File: src/rtl/tes_pkg.sv
// shared constants and state encoding of the transmitter enable sequencer
package tes_pkg;
  localparam int CLK_PERIOD_NS    = 4;
  localparam int LOCK_TIME_NS     = 1000000;
  localparam int TAKEOVER_TIME_NS = 4000000;
  // longest time rounds down, least time rounds up
  localparam int LOCK_CYCLES      = LOCK_TIME_NS / CLK_PERIOD_NS;
  localparam int TAKEOVER_CYCLES  =
    (TAKEOVER_TIME_NS + CLK_PERIOD_NS - 1) / CLK_PERIOD_NS;
  localparam int CNT_W            = 20;
  localparam int XTAL_DIV         = 3;
  localparam int XDIV_W           = 2;
  localparam int QTR_W            = 2;
  localparam int VCO_W            = 7;
  localparam logic [6:0] VCO_MULT = 7'h40;
  localparam logic [6:0] VCO_IDLE = 7'h00;

  typedef enum logic [1:0] {
    ST_STANDBY = 2'b00,
    ST_LOCKING = 2'b01,
    ST_LOCKED  = 2'b10
  } tes_state_e;
endpackage

File: src/rtl/tes_sequencer.sv
// power state, pll lock, clock output and keying of the transmitter
`timescale 1ns/100ps
// Contract
// - with both enables low everything is off in standby.
// - enable high and amplifier low runs oscillator, pll and clock out.
// - the pll locks and clock out is stable within one millisecond.
// - both enables high turn the amplifier on, toggling amp_on keys ask.
// - the vco locks to sixty-four times the crystal oscillator.
// - the clock output runs at a quarter of the crystal frequency.
module tes_sequencer #(
  parameter int LOCK_CYCLES     = tes_pkg::LOCK_CYCLES,
  parameter int TAKEOVER_CYCLES = tes_pkg::TAKEOVER_CYCLES
) (
  input  wire logic                     clk,
  input  wire logic                     srst,
  input  wire logic                     tx_enable,
  input  wire logic                     amp_on,
  input  wire logic                     load_switch_closed,
  output logic                          crystal_osc,
  output logic                          pll_locked,
  output logic                          clk_out,
  output logic                          pa_on,
  output logic                          carrier_low,
  output logic [tes_pkg::VCO_W-1:0]     vco_ratio,
  output logic                          takeover_ok
);
  typedef struct packed {
    tes_pkg::tes_state_e              state;
    logic [tes_pkg::CNT_W-1:0]        cnt;
    logic [tes_pkg::XDIV_W-1:0]       xdiv;
    logic [tes_pkg::QTR_W-1:0]        quarter;
    logic                             osc_run;
    logic                             locked;
    logic                             clk_out;
    logic                             pa_on;
    logic                             carrier_low;
    logic [tes_pkg::VCO_W-1:0]        vco_ratio;
    logic                             takeover_ok;
  } tes_regs_s;

  localparam logic [tes_pkg::CNT_W-1:0] LOCK_LAST =
    tes_pkg::CNT_W'(LOCK_CYCLES - 1);
  localparam logic [tes_pkg::CNT_W-1:0] TAKE_LAST =
    tes_pkg::CNT_W'(TAKEOVER_CYCLES - 1);
  localparam logic [tes_pkg::XDIV_W-1:0] XDIV_LAST =
    tes_pkg::XDIV_W'(tes_pkg::XTAL_DIV - 1);

  tes_regs_s  r_reg;
  tes_regs_s  r_next;
  logic [2:0] pins_s;
  logic       en_s;
  logic       amp_s;
  logic       sw_s;

  // all three lines come from the controller's own clock domain
  tes_sync #(
    .W (3)
  ) u_sync (
    .clk  (clk),
    .srst (srst),
    .d    ({tx_enable, amp_on, load_switch_closed}),
    .q    (pins_s)
  );
  assign en_s  = pins_s[2];
  assign amp_s = pins_s[1];
  assign sw_s  = pins_s[0];

  always_comb begin
    r_next = r_reg;
    unique case (r_reg.state)
      tes_pkg::ST_STANDBY: begin
        r_next.cnt = '0;
        if (en_s) begin
          r_next.state = tes_pkg::ST_LOCKING;
        end
      end
      tes_pkg::ST_LOCKING: begin
        r_next.cnt = r_reg.cnt + 1'b1;
        if (!en_s) begin
          r_next.state = tes_pkg::ST_STANDBY;
        end else if (r_reg.cnt == LOCK_LAST) begin
          r_next.state = tes_pkg::ST_LOCKED;
        end
      end
      tes_pkg::ST_LOCKED: begin
        // counter saturates once the takeover wait has passed
        if (r_reg.cnt != TAKE_LAST) begin
          r_next.cnt = r_reg.cnt + 1'b1;
        end
        if (!en_s) begin
          r_next.state = tes_pkg::ST_STANDBY;
        end
      end
      default: begin
        r_next.state = tes_pkg::ST_STANDBY;
      end
    endcase
    if (r_next.state == tes_pkg::ST_STANDBY) begin
      r_next.cnt = '0;
    end
    r_next.osc_run = (r_next.state != tes_pkg::ST_STANDBY);
    r_next.locked  = (r_next.state == tes_pkg::ST_LOCKED);
    // crystal reference modelled as an enable pulse from a divider
    if (!r_next.osc_run) begin
      r_next.xdiv    = '0;
      r_next.quarter = '0;
    end else if (r_reg.xdiv == XDIV_LAST) begin
      r_next.xdiv    = '0;
      r_next.quarter = r_reg.quarter + 1'b1;
    end else begin
      r_next.xdiv = r_reg.xdiv + 1'b1;
    end
    // clock driver held low until lock; the first high phase after lock can still be cut short
    r_next.clk_out = r_next.locked & r_next.quarter[tes_pkg::QTR_W-1];
    r_next.pa_on   = r_next.osc_run & amp_s;
    r_next.carrier_low = r_next.osc_run & sw_s;
    r_next.vco_ratio   = r_next.locked ? tes_pkg::VCO_MULT
                                       : tes_pkg::VCO_IDLE;
    // amplifier is not gated by this flag: keying early is the mcu's fault
    r_next.takeover_ok = r_next.locked & (r_next.cnt == TAKE_LAST);
  end

  always_ff @(posedge clk) begin
    if (srst) begin
      r_reg <= '{state: tes_pkg::ST_STANDBY, vco_ratio: tes_pkg::VCO_IDLE,
                 default: '0};
    end else begin
      r_reg <= r_next;
    end
  end

  assign crystal_osc = r_reg.osc_run;
  assign pll_locked  = r_reg.locked;
  assign clk_out     = r_reg.clk_out;
  assign pa_on       = r_reg.pa_on;
  assign carrier_low = r_reg.carrier_low;
  assign vco_ratio   = r_reg.vco_ratio;
  assign takeover_ok = r_reg.takeover_ok;
endmodule

File: src/rtl/tes_sync.sv
// two flip-flop synchroniser for pin levels
`timescale 1ns/100ps
module tes_sync #(
  parameter int W = 1
) (
  input  wire logic         clk,
  input  wire logic         srst,
  input  wire logic [W-1:0] d,
  output logic      [W-1:0] q
);
  logic [W-1:0] meta_reg;

  always_ff @(posedge clk) begin
    if (srst) begin
      meta_reg <= '0;
      q        <= '0;
    end else begin
      meta_reg <= d;
      q        <= meta_reg;
    end
  end
endmodule

File: config.mk
export PLATFORM = sky130hd
export DESIGN_NAME = tes_sequencer
export DESIGN_NICKNAME = d
export VERILOG_FILES = /design/src/rtl/tes_pkg.sv /design/src/rtl/tes_sequencer.sv /design/src/rtl/tes_sync.sv
export SDC_FILE = /design/constraint.sdc
export NUM_CORES = 1
export LEC_CHECK = 0
export CORE_MARGIN = 2
export CORE_UTILIZATION = 40
export CTS_CLUSTER_SIZE = 10
export DETAILED_ROUTE_END_ITERATION = 7
export DONT_BUFFER_PORTS = 1
export GPL_TIMING_DRIVEN = 0
export HOLD_SLACK_MARGIN = 0.15
export SLEW_MARGIN = 10
export SYNTH_ARGS = -nofsm -noshare
export SYNTH_HDL_FRONTEND = slang
export SYNTH_SLANG_ARGS = --single-unit
File: constraint.sdc
create_clock -name clk -period 3.14 [get_ports clk]
set_input_delay 0.314 -clock clk [delete_from_list [all_inputs] [get_ports clk]]
set_output_delay 0.314 -clock clk [all_outputs]
set_load 0.01 [all_outputs]
Yosys cells after proc, flatten, opt, wreduce, memory -nomap -nowiden --
Index checks and enable logic that the tools add are counted.
Word-level totals: bits in registers 45, output and inout port bits 13
Operators by class: add/subtract/negate cells 3, eq/ne operators 7, multiplexer cells 11, bitwise gates (word level) 5, reduce and logical (&&, ||, !) cells 5
Operators by type and width (count):
- 20-bit one-hot mux with 3 select lines | 1
- 20-bit 2-to-1 mux | 2
- 20-bit by 1-bit adder with 20-bit output (second input constant) | 1
- 20-bit by 18-bit equality test with 1-bit output (second input constant) | 1
- 20-bit equality test (second input constant) | 1
- 20-bit inequality test (second input constant) | 1
- 2-bit 2-to-1 mux | 6
- 7-bit 2-to-1 mux | 1
- 2-bit equality test (second input constant) | 3
- 2-bit one-hot mux with 3 select lines | 1
- 2-bit by 1-bit adder with 2-bit output (second input constant) | 2
- 1-bit bitwise AND | 4
- 2-bit zero test | 2
- 3-bit OR reduction | 1
- 2-bit by 1-bit equality test with 1-bit output (second input constant) | 1
- 2-bit nonzero test | 1
- 2-bit OR reduction | 1
- 1-bit inverter | 1

Longest topological paths before layout --
Gate-level depths: netlist (run 1).
depth in word-level cells 8, depth in mapped cells 7, mapped depth without buffers 7

By module --
A second synthesis (run 1) with hierarchy kept.
Unflattened totals: cells, all modules 210, area total of the unflattened synthesis 1834.3 sq um
Modules (own cells, without submodules):
- tes_sequencer | times used 1, cells each 198, area an instance 1676.6 sq um
- tes_sync | times used 1, cells each 12, area an instance 157.7 sq um

Least setup slack after synthesis (run 1) --
No wires, ideal clock.
path type reg2reg, start register r_reg[18] in the netlist's numbering, end register r_reg, in the netlist takeover_ok, setup time 0.088 ns, arrival 2.086 ns, required time 3.052 ns, setup slack 0.966 ns, stages on the path, launching flop included 8, buffers on the path 0, clock period less this slack 2.174 ns, path through dfxtp_1 ha_1 nand3_1 nor4_4 and3_1 o21ai_1 a2111o_1 nor4_2
On the way: longest elaborated chain between the ends 8, elaborated cells between the ends (all ways) 13
Ends and longest elaborated chain:
- start: declaration | RTL line tes_sequencer.sv:48 | tes_regs_s r_reg;
- start signal: assignment | RTL line tes_sequencer.sv:125 | r_reg <= '{state: tes_pkg::ST_STANDBY, vco_ratio: tes_pkg::VCO_IDLE,
- start signal: assignment | RTL line tes_sequencer.sv:128 | r_reg <= r_next;
- parallel branches: the longest is 7 deep, another holds 20-bit by 1-bit adder with 20-bit output
- 1-bit bitwise AND (*) | RTL line tes_sequencer.sv:120 | r_next.takeover_ok = r_next.locked & (r_next.cnt == TAKE_LAST);
Mark *: on every way between the ends. A chain may end at the register's enable or synchronous reset.

Worst setup path after layout (run 1) --
Same ends and word-level chain as after synthesis.

==> key figures, run 1 <==
Yosys
  – Top-count cell post-synth: dfxtp_1
  – Post-synth ARST share: 0%
  – Leading area contributor after synthesis: dfxtp_1
  – Post-Syn Area: 1950 um^2
  – Area share of the largest cell type after synthesis: about two fifths
  – Area contributors post-synth: dfxtp_1 (39%), xnor2_1 (6.3%), xor2_1 (4.0%)
  – Number of synthesized flops with an enable pin: 0
  – Seq cells post-synth: 38
  – Post-Syn Instances: between 200 and 250
  – Mapped Avg Cell Area: about 9.0 um^2
  – Register area share after synthesis: around 39%
  – Synth Flop Type: dfxtp_1
  – Most frequent cells after synthesis: dfxtp_1 (38), nor2_1 (17), nand2_1 (14), xnor2_1 (14), nand3_1 (13)
  – Count of different cell masters after synthesis: between 50 and 60
  – Ys Warns: 0

CTS
  – Clock Sinks: 38
  – CTS tree: done
  – Hold buffer count at cts: 2
  – Reg clk slew, reported paths: 0.07 ns
  – TritonCTS Buffers: 5
  – H-tree depth: 2
  – Post-cts gate resize count: 0
  – CTS root buffer: clkbuf_8
  – Clock Path Buffers: 2
  – Clock Latency Late Sink: around 0.29 ns
  – Post-CTS Setup Bufs: 0

Floorplanning
  – Starting Density: between 40% and 50%
  – Rows: 25
  – Die H: about 74 um
  – Core area: between 4000 and 5000 um^2
  – Chip width: roughly 74 um
  – Num ports: 18
  – Die area: approximately 5500 um^2

Timing
  – RSZ-0062 raised after global routing: false
  – Final Hold Viols: 0
  – Slew @ Worst Pin: about 0.57 ns
  – Tmin final: 2.67 ns
  – Crit share post-route: between 80% and 90%
  – Rel. slew slack: just over 60%
  – Slew Limit Fails: 0
  – Final setup viols: 0
  – TNS Setup: 0 ns
  – Fin Clk Skew: between 0.006 and 0.007 ns
  – Max frequency: approximately 0.37 GHz

Global route
  – First-pass GRT wire length: between 6 and 7 mm
  – Vias in the first global route: 1,410
  – GRT Overall Usage: about 16%
  – Initial antenna violation count: 0
  – Largest net degree at the start of global routing: 14
  – Grt total ovfl: 0

Setup path
  – Crit path required time: between 3 and 4 ns
  – CP Capture Point: takeover_ok$_SDFF_PP0_
  – CP Launch Point: r_reg[18]$_SDFF_PP0_
  – Worst reg2reg path endpoint: takeover_ok$_SDFF_PP0_
  – Crit Path Category: reg -> reg
  – Worst Setup End Kind: flop
  – R2r setup slk: between 0.4 and 0.5 ns
  – Worst r2r path cells: 7
  – Reg2reg start: r_reg[18]$_SDFF_PP0_
  – Critical path arrival: between 2 and 3 ns
  – Startpoint Class: flop
  – Crit-path max FO: 6

Hold path
  – Worst min-delay path startpoint: srst
  – Worst Hold Class: in -> reg

Routing
  – Antenna-violating nets left: 0
  – Post-Route WL: ~4.1 mm
  – Vias: 1,552
  – 1st-iter DRT viols: 94
  – Routed vias/inst: 5.14
  – DRC Markers: 0
  – WL/cell: around 14 um
  – Drt pass-1 iters: 4

Placement
  – Hpwl dp: 2.97 mm
  – GPL Wtd Cong: 0.831
  – IO buf count: 0
  – Area after DPL: 2050 um^2

Final layout
  – Area grow syn2layout: 14.4%
  – Layout Cell Area excl Fill: 2230 um^2
  – Final net count: approximately 240
  – Max reg flops: 26
  – Antenna diodes: 0
  – Ratio of cells with drive above 1 in the final layout: approximately 14%

Run
  – MaxCap Viol Count: 0

Pwr
  – Peak supply drop: 0.416 mV
  – Leak: 0.764 nW
  – Power density cells: 452 nW/um^2

Outcome
  – Status: complete, no violations
placed cells by master (no fill, tap or decap), types with 3 or more instances in the layout:
cell type	Yosys	layout
buf_4	7	7
dlygate4sd3_1	0	4
buf_2	4	4
a21oi_1	10	10
nor4_1	5	5
nor2_1	17	17
nor2b_1	12	12
dfxtp_1	38	38
a211oi_1	3	3
and3_1	4	4
conb_1	1	6
and4_1	3	3
xnor2_1	14	14
nand4_1	4	4
xor2_1	9	9
inv_1	5	5
clkbuf_8	0	5
nand3_1	13	13
nand2b_1	3	3
clkbuf_1	3	3
nor3_1	8	8
o21a_1	4	4
nand2_1	14	14
worst max-delay path, stage by stage, from the launching register on:
cell,delay (ns)
dfxtp_1,0.39
ha_1,0.25
nand3_1,0.25
nor4_4,0.49
and3_1,0.29
o21ai_1,0.22
a2111o_1,0.47
nor4_2,0.22
logic make-up after synthesis:
| logic type | share of synthesized area, % |
|---|---|
| compound gates | 10.5 |
| xor+xnor | 10.3 |
| fa+ha+maj | 1.28 |
| buf+inv | 6.67 |
| flops | 39.0 |
| other cells | 0.192 |
| simple gates | 32.1 |
metrics by stage:
step | utilization (%) | std cells | setup slack (ns) | total power [mW] | hold slack [ns]
floorplan | - | 223 | 0.966 | 0.515 | 0.386
global placement | 43.5 | 290 | 0.511 | 0.516 | 0.387
detailed placement | 43.5 | 290 | 0.546 | 0.517 | 0.389
CTS | 46.8 | 300 | 0.489 | 1.02 | 0.150
global route | 47.3 | 302 | 0.299 | 1.04 | 0.290
finish | 47.3 | 302 | 0.471 | 1.01 | 0.270
layer usage:
layer | track usage [%] | vias to the layer above | part of all wire (%)
li1 | - | 793 | -
met1 | 22.9 | 708 | 48
met2 | 25.2 | 44 | 45
met3 | 4.12 | 7 | 5.4
met4 | 4.85 | 0 | 1.3
met5 | 0 | - | 0
area by class of cell:
class | instances | area, um^2
tap | 67 | 83.8
clock buffer | 5 | 68.8
clock inverter | 3 | 68.8
buffer | 17 | 111
sequential | 38 | 761
multi-input combinational | 163 | 1080
fill | 468 | 2490
inverter | 5 | 18.8
timing repair buffer | 4 | 40.0
where the power goes:
part	internal, mW	switching [mW]
sequential	0.486	0.00157
clock	0.318	0.181
combinational	0.0120	0.0107
total	0.817	0.193
worst min path at each step:
stage / endpoint / slack, ns / cells after the start
2_1_floorplan: u_sync.meta_reg[0]$_SDFF_PP0_ / 0.39 / 1
3_3_place_gp: u_sync.meta_reg[0]$_SDFF_PP0_ / 0.39 / 1
3_5_place_dp: u_sync.meta_reg[0]$_SDFF_PP0_ / 0.39 / 1
4_1_cts: u_sync.meta_reg[1]$_SDFF_PP0_ / 0.15 / 1
5_1_grt: vco_ratio[6]$_SDFF_PP0_ / 0.29 / 2
6_report: vco_ratio[6]$_SDFF_PP0_ / 0.27 / 2
No activity file was read; power rests on OpenSTA's default activity.
==> inputs of run 2 (changes only) <==
Settings changed: ABC_AREA set to 1.
==> run 2 against run 1 <==
  * Non-clock buffer count decreased by 6
  * Critical path depth up 2
  * Global-route usage up 2.7 points
  * Clock power is 4.6% higher
  * Critical endpoint unchanged
  * Flip-flop and latch count stayed put
  * Synthesized cell count is 56% higher
  * Final cell count up 41%
==> key figures, run 2 <==
Yosys
  – Count of different cell masters after synthesis: 26 (-49%)
  – Area share of the largest cell type after synthesis: 35.2% (-3.8 points)
  – Largest family of logic cells by synthesized area: simple AND/OR/NAND/NOR gates
  – Synth Area in Simple Gates: 43.8% (+12 points)
  – Post-Synth XOR/XNOR Area: 1.62% (-8.7 points)
  – Register area share after synthesis: 35.2% (-3.8 points)
  – Area contributors post-synth: dfxtp_1 (35%), nand2_1 (14%), nor2_1 (9.4%)
  – Post-Synth Adder-Cell Area: 1.16% (-0.13 points)
  – Post-Syn Area: 2160 um^2 (+11%)
  – Top-count cell post-synth: nand2_1
  – Post-synthesis compound-gate area fraction: 5.61% (-4.9 points)
  – Most frequent cells after synthesis: nand2_1 (81), nor2_1 (54), inv_1 (46)
  – Ys Warns: 0 (unchanged)
  – Mapped Avg Cell Area: 6.34 um^2 (-29%)
  – Post-synth ARST share: 0% (unchanged)
  – Seq cells post-synth: 38 (unchanged)
  – Synth Flop Type: dfxtp_1
  – Multiplexer area fraction after synthesis: 0% (unchanged)
  – Number of synthesized flops with an enable pin: 0 (unchanged)
  – Post-Syn Instances: 341 (+56%)
  – Leading area contributor after synthesis: dfxtp_1

Global route
  – Grt total ovfl: 0 (unchanged)
  – Initial antenna violation count: 0 (unchanged)
  – Vias in the first global route: 1,907 (+35%)
  – GRT Overall Usage: 19.2% (+2.7 points)
  – Largest net degree at the start of global routing: 13 (-1)
  – First-pass GRT wire length: 8.94 mm (+29%)

Floorplanning
  – Num ports: 18 (unchanged)
  – Starting Density: 41.8% (+0.50 points)
  – Chip width: 77.5 um (+5.0%)
  – Die H: 77.5 um (+5.0%)
  – Die area: 6010 um^2 (+10%)
  – Rows: 26 (+4.0%)
  – Core area: 5170 um^2 (+9.5%)

Pwr
  – NetSw: 0.205 mW (+5.9%)
  – Peak supply drop: 0.294 mV (-29%)
  – Sw Ratio: 19.6% (+0.50 points)
  – Clock network fraction of design power: 50.1% (+0.7 points)
  – Power density cells: 427 nW/um^2 (-5.7%)
  – Leak: 1.07 nW (+41%)
  – Cell Int Power: 0.837 mW (+2.5%)
  – Gate power share: 3.0% (+0.7 points)
  – Sequential group share of total power: 46.8% (-1.5 points)
  – Power Total: 1.04 mW (+3.2%)

Routing
  – WL/cell: 12.7 um (-6.4%)
  – Antenna-violating nets left: 0 (unchanged)
  – Drt pass-1 iters: 4 (unchanged)
  – Routed vias/inst: 4.83 (-5.9%)
  – Vias: 2,064 (+33%)
  – Post-Route WL: 5.42 mm (+32%)
  – DRC Markers: 0 (unchanged)
  – 1st-iter DRT viols: 146 (+55%)

CTS
  – Clock Sinks: 38 (unchanged)
  – Post-CTS Setup Bufs: 0 (unchanged)
  – Clock Path Buffers: 2 (unchanged)
  – CTS tree: done
  – H-tree depth: 2 (unchanged)
  – TritonCTS Buffers: 5 (unchanged)
  – Clock Latency Late Sink: 0.30 ns (about the same)
  – Reg clk slew, reported paths: 0.08 ns (about the same)
  – CTS root buffer: clkbuf_8

Timing
  – Max frequency: 0.505 GHz (+35%)
  – Fin Clk Skew: 0.00579 ns (-0.000407 ns)
  – Final Hold Viols: 0 (unchanged)
  – Final hold slack: 0.404 ns (+0.134 ns)
  – Tmin final: 1.98 ns (-0.688 ns)
  – Slew Limit Fails: 0 (unchanged)
  – Slack of the critical path: 1.16 ns (+0.688 ns)
  – TNS Setup: 0 ns (unchanged)
  – Crit share post-route: 63.1% (-22 points)
  – RSZ-0062 raised after global routing: false
  – Final setup viols: 0 (unchanged)

Final layout
  – Fin util: 47.2% (about the same)
  – Max reg flops: 26 (unchanged)
  – Most common library cell in the layout ignoring fill and taps: nand2_1
  – Final net count: 363 (+51%)
  – Area grow syn2layout: 12.9%
  – Most frequent cells in the layout: nand2_1 (81), nor2_1 (54), inv_1 (46)
  – Ratio of cells with drive above 1 in the final layout: 12.3% (-1.7 points)
  – Antenna diodes: 0 (unchanged)

Placement
  – GPL Wtd Cong: 0.879 (+5.8%)
  – IO buf count: 0 (unchanged)
  – Hpwl dp: 4.14 mm (+40%)
  – Place WS: 1.16 ns (+0.613 ns)

Setup path
  – R2r setup slk: 1.16 ns (+0.69 ns)
  – Startpoint Class: flop
  – CP Launch Point: r_reg[17]$_SDFF_PP0_
  – Crit-path max FO: 5 (-1)
  – CP Capture Point: takeover_ok$_SDFF_PP0_
  – Worst r2r path cells: 9 (+2)
  – Worst reg2reg path endpoint: takeover_ok$_SDFF_PP0_
  – Crit path required time: 3.38 ns (+0.04 ns)
  – Critical path arrival: 2.22 ns (-0.65 ns)
  – Reg2reg start: r_reg[17]$_SDFF_PP0_
  – Worst Setup End Kind: flop
  – Crit Path Category: reg -> reg

Run
  – MaxCap Viol Count: 0 (unchanged)

Hold path
  – Worst Hold Class: reg -> reg

Outcome
  – Status: complete, no violations
## run 2: final cells by class
type | count | area, um^2
Timing Repair Buffer | 3 | 30.0
Inverter | 51 | 191
Clock inverter | 2 | 60.1
Multi-Input combinational cell | 245 | 1150
Sequential cell | 38 | 761
Buffer | 12 | 77.6
Tap cell | 70 | 87.6
Clock buffer | 6 | 82.6
Fill cell | 543 | 2730
## run 2: metal layers
metal / share of wire [%] / wire length (um) / vias up / track usage (%)
met2: 43 / 2360 / 34 / 30.0
met5: 0 / 0 / - / 0
met3: 3.5 / 190 / 14 / 3.37
li1: - / - / 1087 / -
met1: 50 / 2720 / 929 / 25.3
met4: 2.7 / 149 / 0 / 10.0
## run 2: critical path, stage by stage (launching register included)
cell and delay, ns:
dfxtp_1 0.44, ha_1 0.26, inv_2 0.08, nor3_4 0.30, nand3_1 0.16, a21oi_1 0.22
nand3_1 0.10, nor2_1 0.16, nand3_1 0.09, nor2_1 0.11
## run 2: timing repair
item                                   in CTS  in global routing
hold buffers                                3                  0
gates resized for setup                     0                  0
endpoints found under the hold margin       3                  0
## run 2: stage by stage
step	area (um^2)	cells
after detailed placement	2270	416
final	2440	427
after CTS	2440	427
after global placement	2270	416
after global routing	2440	427
after floorplan	2180	346
## run 2: cells by family (layout without fill, tap and decap cells)
| family | after synthesis | after routing |
|---|---|---|
| AO/OA/AOI/OAI | 23 | 23 |
| XOR/XNOR | 4 | 4 |
| adder cells (fa/ha/maj) | 2 | 2 |
| buffers and inverters | 63 | 74 |
| flip-flops | 38 | 38 |
| other | 1 | 6 |
| AND/OR/NAND/NOR | 210 | 210 |
## run 2: how the worst min path moves through the flow
stage	to	cells past startpoint	start
2_1_floorplan	u_sync.q[0]$_SDFF_PP0_	2	u_sync.meta_reg[0]$_SDFF_PP0_
3_3_place_gp	u_sync.q[2]$_SDFF_PP0_	2	u_sync.meta_reg[2]$_SDFF_PP0_
3_5_place_dp	u_sync.q[1]$_SDFF_PP0_	2	u_sync.meta_reg[1]$_SDFF_PP0_
4_1_cts	u_sync.q[1]$_SDFF_PP0_	2	u_sync.meta_reg[1]$_SDFF_PP0_
5_1_grt	u_sync.q[1]$_SDFF_PP0_	2	u_sync.meta_reg[1]$_SDFF_PP0_
6_report	u_sync.q[1]$_SDFF_PP0_	2	u_sync.meta_reg[1]$_SDFF_PP0_
## run 2: power groups by stage
stage          Sequential, mW  Combinational (mW)  Clock [mW]
2_1_floorplan           0.499              0.0234           0
3_3_place_gp            0.499              0.0284           0
3_5_place_dp            0.500              0.0287           0
4_1_cts                 0.488              0.0316       0.533
5_1_grt                 0.489              0.0352       0.549
6_report                0.488              0.0315       0.522
